File: src/dsrp_pkg.sv
`default_nettype none

package dsrp_pkg;

   // ----------------------------------------
   // timing
   // ----------------------------------------
   localparam int MCLK_PERIOD_NS = 100;
   localparam int DETECT_TIME_NS = 1000000;
   // least time: round up
   localparam int DETECT_CYCLES  = (DETECT_TIME_NS + MCLK_PERIOD_NS - 1) / MCLK_PERIOD_NS;
   localparam int INT_SEQ_NS     = 500;
   // longest time: round down, low phase takes under half the sequence
   localparam int INT_LOW_CYCLES = (INT_SEQ_NS / MCLK_PERIOD_NS) / 2;
   localparam int DET_W          = 16;

   // ----------------------------------------
   // frame layout and reset values
   // ----------------------------------------
   localparam int BYTE_BITS    = 8;
   localparam int ADDR_W       = 8;
   localparam int DATA_W       = 8;
   localparam int RW_BIT       = 7;
   localparam int IDX_HI_BIT   = 7;
   localparam logic INT_RESET  = 1'b1;
   localparam logic [6:0] SLAVE_ADDR_00 = 7'h1e;
   localparam logic [6:0] SLAVE_ADDR_01 = 7'h1d;
   localparam logic [6:0] SLAVE_ADDR_10 = 7'h1c;
   localparam logic [6:0] SLAVE_ADDR_11 = 7'h1f;

   // ----------------------------------------
   // types
   // ----------------------------------------
   typedef struct packed {
      logic scl;
      logic sda;
      logic sel_hi;
      logic sel_lo;
   } dsrp_pins_t;

   typedef enum logic [2:0] {
      I_IDLE  = 3'h0,
      I_RX    = 3'h1,
      I_RXACK = 3'h3,
      I_TX    = 3'h2,
      I_TXACK = 3'h6,
      I_TXLD  = 3'h7
   } dsrp_i2c_st_t;

   typedef enum logic [1:0] {
      K_ADDR = 2'h0,
      K_IDX  = 2'h1,
      K_DATA = 2'h3
   } dsrp_kind_t;

   typedef enum logic [1:0] {
      D_PROBE_HI = 2'h0,
      D_PROBE_LO = 2'h1,
      D_INT_LOW  = 2'h3,
      D_RUN      = 2'h2
   } dsrp_det_st_t;

   typedef struct packed {
      dsrp_i2c_st_t      st;
      dsrp_kind_t        kind;
      logic [3:0]        cnt;
      logic [7:0]        sr;
      logic [ADDR_W-1:0] ptr;
      logic              oe;
   } dsrp_i2c_t;

   typedef struct packed {
      logic [2:0]        cnt;
      logic [1:0]        nbyte;
      logic              rw;
      logic [7:0]        sr;
      logic [ADDR_W-1:0] ptr;
      logic [7:0]        tx;
      logic [2:0]        txc;
      logic              miso;
   } dsrp_spi_t;

   typedef struct packed {
      dsrp_det_st_t      st;
      logic [DET_W-1:0]  cnt;
      logic              hi_seen;
      logic              four_wire;
      logic              intr;
   } dsrp_det_t;

   localparam dsrp_i2c_t I2C_RESET = '0;
   localparam dsrp_spi_t SPI_RESET = '0;

   // ----------------------------------------
   // helpers
   // ----------------------------------------
   function automatic logic [6:0] dsrp_slave_addr(input logic hi, input logic lo);
      case ({hi, lo})
         2'b00:   dsrp_slave_addr = SLAVE_ADDR_00;
         2'b01:   dsrp_slave_addr = SLAVE_ADDR_01;
         2'b10:   dsrp_slave_addr = SLAVE_ADDR_10;
         default: dsrp_slave_addr = SLAVE_ADDR_11;
      endcase
   endfunction

endpackage

`default_nettype wire

File: src/dsrp_sync.sv
`timescale 1ns/100ps
`default_nettype none

module dsrp_sync #(
   parameter int WIDTH = 4
) (
   // clock and reset
   input  wire logic             mclk,
   input  wire logic             rst,
   // levels
   input  wire logic [WIDTH-1:0] async_in,
   output var  logic [WIDTH-1:0] sync_out
);

   logic [WIDTH-1:0] meta_q;
   logic [WIDTH-1:0] meta_d;
   logic [WIDTH-1:0] sync_q;
   logic [WIDTH-1:0] sync_d;

   always_comb begin
      meta_d = async_in;
      sync_d = meta_q;
   end

   always_ff @(posedge mclk) begin
      if (rst) begin
         meta_q <= '0;
         sync_q <= '0;
      end else begin
         meta_q <= meta_d;
         sync_q <= sync_d;
      end
   end

   assign sync_out = sync_q;

endmodule

`default_nettype wire

File: src/dsrp_regfile.sv
`timescale 1ns/100ps
`default_nettype none

module dsrp_regfile #(
   parameter int AW = 8,
   parameter int DW = 8
) (
   // clock
   input  wire logic          mclk,
   // write port
   input  wire logic          wr_en,
   input  wire logic [AW-1:0] wr_addr,
   input  wire logic [DW-1:0] wr_data,
   // read port
   input  wire logic [AW-1:0] rd_addr,
   output var  logic [DW-1:0] rd_data
);

   // register contents belong to the rest of the sensor; held here as plain storage
   logic [DW-1:0] mem [0:(1<<AW)-1];

   always_ff @(posedge mclk) begin
      if (wr_en) begin
         mem[wr_addr] <= wr_data;
      end
   end

   assign rd_data = mem[rd_addr];

endmodule

`default_nettype wire

File: src/dsrp_top.sv
`timescale 1ns/100ps
`default_nettype none

module dsrp_top
   import dsrp_pkg::*;
#(
   parameter int DETECT_LEN = dsrp_pkg::DETECT_CYCLES,
   parameter int AW         = dsrp_pkg::ADDR_W,
   parameter int DW         = dsrp_pkg::DATA_W
) (
   // clock and reset
   input  wire logic mclk,
   input  wire logic rst,
   // shared clock pin: two-wire clock or four-wire clock
   input  wire logic scl_pin,
   // shared data pin: two-wire data or four-wire input
   input  wire logic sda_pin_in,
   output var  logic sda_pin_out,
   output var  logic sda_pin_oe,
   // high select pin: address bit or active-low transaction select
   input  wire logic address_select_high_bit,
   // low select pin: address bit or four-wire output
   input  wire logic address_select_low_bit_in,
   output var  logic address_select_low_bit_out,
   output var  logic address_select_low_bit_oe,
   // weak probe used only while detecting the mode
   output var  logic probe_level,
   output var  logic probe_en,
   // status
   output var  logic first_interrupt_output,
   output var  logic four_wire_mode,
   output var  logic detect_done
);

   // ----------------------------------------
   // pin synchronisers and edges
   // ----------------------------------------
   localparam logic [DET_W-1:0] DET_LEN   = DET_W'(DETECT_LEN);
   localparam logic [DET_W-1:0] DET_HALF  = DET_W'(DETECT_LEN / 2);
   localparam logic [DET_W-1:0] INT_LOW   = DET_W'(INT_LOW_CYCLES);

   dsrp_pins_t pins_raw;
   dsrp_pins_t s;
   dsrp_pins_t p_q;
   dsrp_pins_t p_d;

   assign pins_raw = '{scl: scl_pin, sda: sda_pin_in,
                       sel_hi: address_select_high_bit, sel_lo: address_select_low_bit_in};

   dsrp_sync #(
      .WIDTH ($bits(dsrp_pins_t))
   ) u_sync (
      .mclk     (mclk),
      .rst      (rst),
      .async_in (pins_raw),
      .sync_out (s)
   );

   always_comb begin
      p_d = s;
   end

   always_ff @(posedge mclk) begin
      if (rst) begin
         p_q <= '0;
      end else begin
         p_q <= p_d;
      end
   end

   logic scl_rise;
   logic scl_fall;
   logic i2c_start;
   logic i2c_stop;

   assign scl_rise  = s.scl & ~p_q.scl;
   assign scl_fall  = ~s.scl & p_q.scl;
   assign i2c_start = s.scl & p_q.scl & p_q.sda & ~s.sda;
   assign i2c_stop  = s.scl & p_q.scl & ~p_q.sda & s.sda;

   // ----------------------------------------
   // mode detection and reset completion
   // ----------------------------------------
   dsrp_det_t det_q;
   dsrp_det_t det_d;

   always_comb begin
      det_d = det_q;
      case (det_q.st)
         D_PROBE_HI: begin
            det_d.cnt = det_q.cnt + 1'b1;
            if (det_q.cnt == DET_HALF - 1'b1) begin
               det_d.hi_seen = s.sel_lo;
               det_d.st      = D_PROBE_LO;
            end
         end
         D_PROBE_LO: begin
            det_d.cnt = det_q.cnt + 1'b1;
            if (det_q.cnt >= DET_LEN - 1'b1) begin
               det_d.four_wire = det_q.hi_seen & ~s.sel_lo;
               det_d.st        = D_INT_LOW;
               det_d.cnt       = '0;
               det_d.intr      = 1'b0;
            end
         end
         D_INT_LOW: begin
            det_d.cnt = det_q.cnt + 1'b1;
            if (det_q.cnt >= INT_LOW - 1'b1) begin
               det_d.intr = 1'b1;
               det_d.st   = D_RUN;
            end
         end
         D_RUN: begin
            det_d = det_q;
         end
         default: det_d.st = D_PROBE_HI;
      endcase
   end

   always_ff @(posedge mclk) begin
      if (rst) begin
         det_q <= '{st: D_PROBE_HI, cnt: '0, hi_seen: 1'b0, four_wire: 1'b0, intr: INT_RESET};
      end else begin
         det_q <= det_d;
      end
   end

   logic running;
   logic i2c_go;
   logic spi_go;

   assign running = (det_q.st == D_RUN);
   assign i2c_go  = running & ~det_q.four_wire;
   assign spi_go  = running & det_q.four_wire;

   // ----------------------------------------
   // register storage
   // ----------------------------------------
   logic          wr_en;
   logic [AW-1:0] wr_addr;
   logic [DW-1:0] wr_data;
   logic [AW-1:0] rd_addr;
   logic [DW-1:0] rd_data;
   logic          i2c_wr;
   logic          spi_wr;

   dsrp_regfile #(
      .AW (AW),
      .DW (DW)
   ) u_regs (
      .mclk    (mclk),
      .wr_en   (wr_en),
      .wr_addr (wr_addr),
      .wr_data (wr_data),
      .rd_addr (rd_addr),
      .rd_data (rd_data)
   );

   // ----------------------------------------
   // two-wire slave
   // ----------------------------------------
   dsrp_i2c_t i_q;
   dsrp_i2c_t i_d;

   always_comb begin
      i_d    = i_q;
      i2c_wr = 1'b0;
      if (!i2c_go) begin
         i_d = I2C_RESET;
      end else if (i2c_start) begin
         i_d.st   = I_RX;
         i_d.kind = K_ADDR;
         i_d.cnt  = '0;
         i_d.oe   = 1'b0;
      end else if (i2c_stop) begin
         i_d.st = I_IDLE;
         i_d.oe = 1'b0;
      end else begin
         case (i_q.st)
            I_RX: begin
               if (scl_rise) begin
                  i_d.sr  = {i_q.sr[6:0], s.sda};
                  i_d.cnt = i_q.cnt + 1'b1;
               end else if (scl_fall && i_q.cnt == 4'(BYTE_BITS)) begin
                  if (i_q.kind == K_ADDR && i_q.sr[7:1] != dsrp_slave_addr(s.sel_hi, s.sel_lo)) begin
                     i_d.st = I_IDLE;
                  end else begin
                     i_d.st = I_RXACK;
                     i_d.oe = 1'b1;
                  end
               end
            end
            I_RXACK: begin
               if (scl_fall) begin
                  i_d.oe  = 1'b0;
                  i_d.cnt = '0;
                  i_d.st  = I_RX;
                  case (i_q.kind)
                     K_ADDR: begin
                        if (i_q.sr[0]) begin
                           i_d.st  = I_TX;
                           i_d.oe  = ~rd_data[7];
                           i_d.sr  = {rd_data[6:0], 1'b0};
                           i_d.cnt = 4'h1;
                        end else begin
                           i_d.kind = K_IDX;
                        end
                     end
                     K_IDX: begin
                        i_d.ptr  = i_q.sr;
                        i_d.kind = K_DATA;
                     end
                     default: begin
                        i2c_wr  = 1'b1;
                        i_d.ptr = i_q.ptr + 1'b1;
                     end
                  endcase
               end
            end
            I_TX: begin
               if (scl_fall) begin
                  if (i_q.cnt == 4'(BYTE_BITS)) begin
                     i_d.st = I_TXACK;
                     i_d.oe = 1'b0;
                  end else begin
                     i_d.oe  = ~i_q.sr[7];
                     i_d.sr  = {i_q.sr[6:0], 1'b0};
                     i_d.cnt = i_q.cnt + 1'b1;
                  end
               end
            end
            I_TXACK: begin
               if (scl_rise) begin
                  // advance on ack, stop sending on nack
                  if (s.sda) begin
                     i_d.st = I_IDLE;
                  end else begin
                     i_d.ptr = i_q.ptr + 1'b1;
                     i_d.st  = I_TXLD;
                  end
               end
            end
            I_TXLD: begin
               if (scl_fall) begin
                  i_d.st  = I_TX;
                  i_d.oe  = ~rd_data[7];
                  i_d.sr  = {rd_data[6:0], 1'b0};
                  i_d.cnt = 4'h1;
               end
            end
            default: i_d.st = I_IDLE;
         endcase
      end
   end

   always_ff @(posedge mclk) begin
      if (rst) begin
         i_q <= I2C_RESET;
      end else begin
         i_q <= i_d;
      end
   end

   // ----------------------------------------
   // four-wire slave
   // ----------------------------------------
   dsrp_spi_t sp_q;
   dsrp_spi_t sp_d;
   logic [7:0] spi_byte;

   assign spi_byte = {sp_q.sr[6:0], s.sda};

   always_comb begin
      sp_d   = sp_q;
      spi_wr = 1'b0;
      if (!spi_go || s.sel_hi) begin
         // select high resets parser, output level kept
         sp_d      = SPI_RESET;
         sp_d.miso = sp_q.miso;
      end else begin
         if (scl_rise && !(sp_q.nbyte == 2'h2 && !sp_q.rw)) begin
            sp_d.sr  = spi_byte;
            sp_d.cnt = sp_q.cnt + 1'b1;
            if (sp_q.cnt == 3'(BYTE_BITS - 1)) begin
               case (sp_q.nbyte)
                  2'h0: begin
                     sp_d.rw       = spi_byte[RW_BIT];
                     sp_d.ptr[6:0] = spi_byte[6:0];
                     sp_d.nbyte    = 2'h1;
                  end
                  2'h1: begin
                     sp_d.ptr[7] = spi_byte[IDX_HI_BIT];
                     sp_d.nbyte  = 2'h2;
                     sp_d.txc    = '0;
                  end
                  default: begin
                     spi_wr   = 1'b1;
                     sp_d.ptr = sp_q.ptr + 1'b1;
                  end
               endcase
            end
         end
         // msb first, set up on falling edge
         if (scl_fall && sp_q.nbyte == 2'h2 && !sp_q.rw) begin
            sp_d.txc = sp_q.txc + 1'b1;
            if (sp_q.txc == 3'h0) begin
               sp_d.miso = rd_data[7];
               sp_d.tx   = {rd_data[6:0], 1'b0};
            end else begin
               sp_d.miso = sp_q.tx[7];
               sp_d.tx   = {sp_q.tx[6:0], 1'b0};
            end
            if (sp_q.txc == 3'h7) begin
               sp_d.ptr = sp_q.ptr + 1'b1;
            end
         end
      end
   end

   always_ff @(posedge mclk) begin
      if (rst) begin
         sp_q <= SPI_RESET;
      end else begin
         sp_q <= sp_d;
      end
   end

   // ----------------------------------------
   // shared write port and pins
   // ----------------------------------------
   assign wr_en   = i2c_wr | spi_wr;
   assign wr_addr = det_q.four_wire ? sp_q.ptr : i_q.ptr;
   assign wr_data = det_q.four_wire ? spi_byte : i_q.sr;
   assign rd_addr = det_q.four_wire ? sp_q.ptr : i_q.ptr;

   // no clock output exists, so the clock line is never stretched
   assign sda_pin_out = 1'b0;
   assign sda_pin_oe  = i_q.oe;

   // output driven in four-wire mode regardless of select
   assign address_select_low_bit_out = sp_q.miso;
   assign address_select_low_bit_oe  = spi_go;

   // weak probe only while the pin is being classified
   // relies on nothing else driving the pin here
   assign probe_en    = (det_q.st == D_PROBE_HI) | (det_q.st == D_PROBE_LO);
   assign probe_level = (det_q.st == D_PROBE_HI);

   assign first_interrupt_output = det_q.intr;
   assign four_wire_mode         = det_q.four_wire;
   assign detect_done            = running;

endmodule

`default_nettype wire

File: config.mk
export PLATFORM = sky130hd
export DESIGN_NAME = dsrp_top
export DESIGN_NICKNAME = d
export VERILOG_FILES = /design/src/dsrp_pkg.sv /design/src/dsrp_sync.sv /design/src/dsrp_regfile.sv /design/src/dsrp_top.sv
export SDC_FILE = /design/constraint.sdc
export NUM_CORES = 2
export LEC_CHECK = 0
export ABC_AREA = 1
export BUFFER_PORTS_ARGS = -buffer_cell sky130_fd_sc_hd__clkbuf_2
export CORE_ASPECT_RATIO = 1.4
export CORE_MARGIN = 2
export CORE_UTILIZATION = 50
export DETAILED_ROUTE_END_ITERATION = 10
export GPL_TIMING_DRIVEN = 0
export PLACE_DENSITY = 0.65
export SYNTH_ARGS = -nofsm -noshare
export SYNTH_HDL_FRONTEND = slang
export SYNTH_SLANG_ARGS = --single-unit
File: constraint.sdc
create_clock -name mclk -period 18.7 [get_ports mclk]
set_input_delay 0.935 -clock mclk [delete_from_list [all_inputs] [get_ports mclk]]
set_output_delay 0.935 -clock mclk [all_outputs]
set_load 0.02 [all_outputs]
* After elaboration in Yosys (flattened, before gate mapping)
Memory sizes are Yosys's and may differ from the RTL's.
Index checks and enable logic that the tools add are counted.
** Operators by class
- Muxes and demuxes :: 78
- Equal/unequal tests :: 43
- Order comparisons :: 2
- Reductions and logical operators :: 45
- Bitwise logic cells :: 25
- $add $sub $neg :: 6
** Operator list (number)
- $mux 8 :: 8
- $mux 12 :: 5
- $pmux 18 s3 :: 1
- $mux 7 :: 7
- $pmux 12 s4 :: 1
- $reduce_and 7->1 :: 5
- $ne 2x2->1 const B :: 17
- $pmux 8 s2 :: 2
- $mux 3 :: 10
- $ne 4x4->1 const B :: 7
- $mux 26 :: 1
- $mux 1 :: 24
- $mux 22 :: 1
- $mux 20 :: 1
- $mux 18 :: 1
- $add 16x1->16 const B :: 1
- $add 8x1->8 const B :: 2
- $eq 16x13->1 const B :: 1
- $ge 16x1->1 const B :: 1
- $ge 16x14->1 const B :: 1
- $pmux 3 s5 :: 1
- $mux 2 :: 7
- $pmux 7 s2 :: 1
- $reduce_bool 2->1 :: 7
- 33 further kinds :: 86
** Storage, ports and cells
- Memories :: 1
- Bits in writable memories :: 2048
- Logic and storage cells :: 225
- Output and inout port bits :: 9
- Bits in registers :: 90
** Memory list
- u_regs.mem :: depth 256, width 8, read ports 1, clocked after memory_dff 0, wr ports 1, line dsrp_regfile.sv:20 : logic [DW-1:0] mem [0:(1<<AW)-1];

* Depth between registers and ports, before layout
- Depth after elaboration :: 17
- Mapped depth :: 22

* Modules after synthesis
A second synthesis with hierarchy kept.
** Second synthesis, totals
- Cell total of the unflattened synthesis :: 7757
- Area total of the unflattened synthesis :: 88219.6 µm²
** By module, submodules not included
- dsrp_regfile :: cells each 6995, area an instance 83236.1 µm², times used 1
- dsrp_top :: cells each 737, area an instance 4752.1 µm², times used 1
- dsrp_sync :: cells each 25, area an instance 231.5 µm², times used 1

* Worst setup path after synthesis
OpenSTA, ideal clock, no wires.
- Path type :: register -> register
- Start point :: register det_q, in the netlist four_wire_mode
- End point :: memory u_regs.mem[0][4], data pin
- Slack :: 5.606 ns
- Arrival :: 10.907 ns
- Stages on the path, launching flop included :: 5
- Setup time :: 2.187 ns
- Path through :: dfxtp_1 -> buf_6 -> clkbuf_1 -> clkbuf_1 -> o21ai_0
** Between the ends
- Longest elaborated chain between the ends :: 1
** Ends and longest elaborated chain
- start: declaration :: line dsrp_top.sv:84 : dsrp_det_t det_q;
- start signal: assignment :: line dsrp_top.sv:122 : det_q <= '{st: D_PROBE_HI, cnt: '0, hi_seen: 1'b0, four_wire: 1'b0, intr: INT_RESET};
- start signal: assignment :: line dsrp_top.sv:124 : det_q <= det_d;
- $mux 8 :: line dsrp_top.sv:333 : assign wr_data = det_q.four_wire ? spi_byte : i_q.sr;
- via u_regs.wr_data[4] :: line dsrp_regfile.sv:13 : input wire logic [DW-1:0] wr_data,
- end: declaration :: line dsrp_regfile.sv:20
The timed path passes the listed nets, and every way through them passes these cells.

* Worst setup path after layout
- Start point :: register u_sync.sync_q[3], in the netlist u_sync.sync_out[3]
- End point :: memory u_regs.mem[255][2], enable pin
** Between the ends
- Longest elaborated chain between the ends :: 10
** Ends and longest elaborated chain
- start: declaration :: line dsrp_sync.sv:17 : logic [WIDTH-1:0] sync_q;
- start signal: assignment :: line dsrp_sync.sv:31 : sync_q <= sync_d;
- $not 1->1 :: line dsrp_top.sv:77 : assign scl_fall = ~s.scl & p_q.scl;
- $and 1x1->1 :: line dsrp_top.sv:77
- $mux 1 :: line dsrp_top.sv:194 : if (scl_fall) begin
- $mux 1 :: line dsrp_top.sv:179 : case (i_q.st)
- $mux 1 :: line dsrp_top.sv:175 : end else if (i2c_stop) begin
- $mux 1 :: line dsrp_top.sv:170 : end else if (i2c_start) begin
- $mux 1 :: line dsrp_top.sv:168 : if (!i2c_go) begin
- $or 1x1->1 * :: line dsrp_top.sv:331 : assign wr_en = i2c_wr | spi_wr;
- $mux 1 * :: line dsrp_regfile.sv:23 : if (wr_en) begin
- $mux 1 (not written as such) * :: line dsrp_regfile.sv:24 : mem[wr_addr] <= wr_data;
Every way passes the cells marked *; elsewhere a longest branch is shown, timed or not.

==> reports/results.ini <==
[critical_path]
r2r_start = u_sync.sync_out[3]
r2r_slack_ns = 13.01
cp-startpoint = u_sync.sync_out[3]
cp_cell_sequence = inv_1 -> nor2_1 -> nand2_1 -> clkinv_1 -> nand2_1 -> inv_1 -> a31oi_1 -> nor2_1 -> nand2_1 -> buf_2 -> nor2_1
critical_path_buf_inv_count = 4
cp_max_fo = 10
critPathRequiredTime_ns = 19.18
cp-end-kind = flip-flop
crit_arrival_ns = 6.17
crit_type = flip-flop to flip-flop
start_kind = flip-flop
cp_slowest_stage_delay_ns = 0.92
cp_slowest_cell = nor2_1
path_delay_family = simple AND/OR/NAND/NOR gates

[synthesis]
yosysUniqueCellTypes = 42
seq_area_frac_synth = 0.670
synth_top_area_frac = 0.651
synthTopCellsByArea = edfxtp_1 65%, nand2_1 17%, inv_1 5.5%, nor2_1 2.6%, o21ai_0 2.3%
synth_warnings = 0
synth_largest_area_cell = edfxtp_1
synthArstFlopShare = 0
synthCells = 9935
synth_edf_count = 2048
synth-seq-cells = 2137
netlist_area_um2 = 94500
synth_flop_cell = edfxtp_1
synth_area_per_cell_um2 = 9.51
syn_nets = 9953

[route]
drt-met1-wl_mm = 124
drtIter0Drc = 8701
via_count = 70300
wl_met3_mm = 32.1
routed.top_layer = met5
detail_route.wl_per_cell_um = 28.0
first_pass_iters = 9
dr_wl_met2_mm = 165
ant_nets = 0
routed_wl_mm = 361
viasPerCell = 5.46
route.detailed.drc = 0

[worst_hold_path]
hp-class = input pin to flip-flop
min_from = sda_pin_in

[place]
dp_slack_ns = 13.18
port_buffers = 12
place.gp.congestion = 1.08
dp_hpwl_mm = 266

[pwr]
leakage_nw = 43.6
powerDensity_nw_per_um2 = 90.0
finalPower_mw = 9.58
vdd_ir_drop_max_uv = 86.1

[clock_network]
ctsHoldBuffers = 0
clkTransAtPathRegs_ns = 0.06
insertion_delay_ns = 0.93
cts_tree = done
post_cts_buffers = 0
htreeDepth = 4
clk_path_buf_depth = 4
cts_made_buffers = 211
cts_num_sinks = 2137
ctsResizeCount = 0
cts-root-buf = clkbuf_16

[die]
core_um2 = 188000
die_area_um2 = 193000
start_util = 0.503
die_y_um = 518
die_w_um = 371
ios = 15
floorplan.rows = 188

[timing]
tightest_slew_ns = 1.64
finalMaxSlewViolations = 88
finalWorstSetupSlack_ns = 13.01
min_period_over_period = 0.304
slew_headroom = -0.0922
finalSetupTns_ns = 0
setup_viol = 0
rsz0062_at_grt = false
finalHoldViolations = 0
period_needed_ns = 5.69
fmax_ghz = 0.176
fin_skew_ns = 0.0644

[global_routing]
grt_pass1_wl_mm = 491
antenna_found_initial = 31
grt_max_degree = 47
grt_pass1_vias = 66600
overflow = 0
track_usage = 0.371

[finish]
drive_gt1_frac = 0.0638
final_common_cell = nand2_1
final_cell_mix = 4354 x nand2_1, 2048 x edfxtp_1, 1395 x inv_1, 647 x nor2_1, 430 x o21ai_0
nets = 10300
utilization = 0.567
area.growth.synth_to_final_pct = 12.6

[outcome]
status = complete, but fails checks
violations = capacitance limit, slew limit

[run]
cap_violations = 9

[worst paths after layout]
kind / end / cells after the start
hold / removal: u_sync.meta_q[2] / 3
setup / recovery: u_regs.mem[255][2] / 11
hold reg to reg: u_sync.sync_out[3] / 2
setup reg to reg: u_regs.mem[255][2] / 11
[synthesized netlist by cell type (all sizes together), types with 3 or more instances]
| cell | instances |
|---|---|
| nor2 | 651 |
| o211ai | 7 |
| a211oi | 8 |
| dfxtp | 89 |
| xor2 | 16 |
| o21ai | 567 |
| nand3 | 131 |
| edfxtp | 2048 |
| clkbuf | 199 |
| nand4 | 5 |
| nor3 | 28 |
| a31oi | 3 |
| nand3b | 50 |
| ha | 12 |
| o22ai | 6 |
| buf | 254 |
| nand2 | 4360 |
| inv | 1398 |
| nor4 | 4 |
| a21oi | 83 |
[layout make-up]
class / instances / area (µm²)
clock buffer: 244 / 5430
buffer: 453 / 2060
sequential: 2137 / 63300
fill: 16200 / 81300
clock inverter: 135 / 1570
tap: 2470 / 3090
antenna: 12 / 30.0
multi-input combinational: 5946 / 24000
timing repair buffer: 86 / 1690
inverter: 1399 / 5250
[sequential cells by signal (all words and copies together) (netlist names), 2 cells and up]
| name | cells |
|---|---|
| p_q | 2 |
| i_q | 25 |
| u_regs.mem | 2048 |
| u_sync.meta_q | 4 |
| u_sync.sync_out | 4 |
| det_q | 19 |
| sp_q | 31 |
[layer usage]
metal	track usage	vias up
li1	-	31900
met3	0.0739	1093
met2	0.588	3781
met1	0.426	33500
met4	0.332	14
met5	0	-
[report_power, final]
part           switching [mW]  internal (mW)
combinational         0.00565        0.00230
clock                    1.89           2.52
sequential            0.00116           5.16
[metrics by stage]
step	instances	hold slack, ns	cell area [µm²]
3_3_place_gp	12400	0.400	97700
5_1_grt	12900	0.216	106000
2_1_floorplan	9935	0.388	94500
4_1_cts	12900	0.200	106000
6_report	12900	0.218	106000
3_5_place_dp	12500	0.408	99400
[worst min-delay path, stage by stage]
cell	delay, ns
clkbuf_2	0.08
inv_1	0.04
nor2_1	0.03
[cells by family (layout without fill, tap and decap cells)]
| logic type | after synthesis | in the layout | synth area share |
|---|---|---|---|
| AOI/OAI and AO/OA | 682 | 682 | 0.0370 |
| xor gates and xnor gates | 18 | 18 | 0.00167 |
| adders and majority gates | 12 | 12 | 0.00159 |
| buffers and inverters | 1852 | 2317 | 0.0773 |
| DFF | 2137 | 2137 | 0.670 |
| other | 1 | 13 | 0.0000397 |
| and+or+nand+nor | 5233 | 5233 | 0.213 |
(Power assumes the default switching activity.)
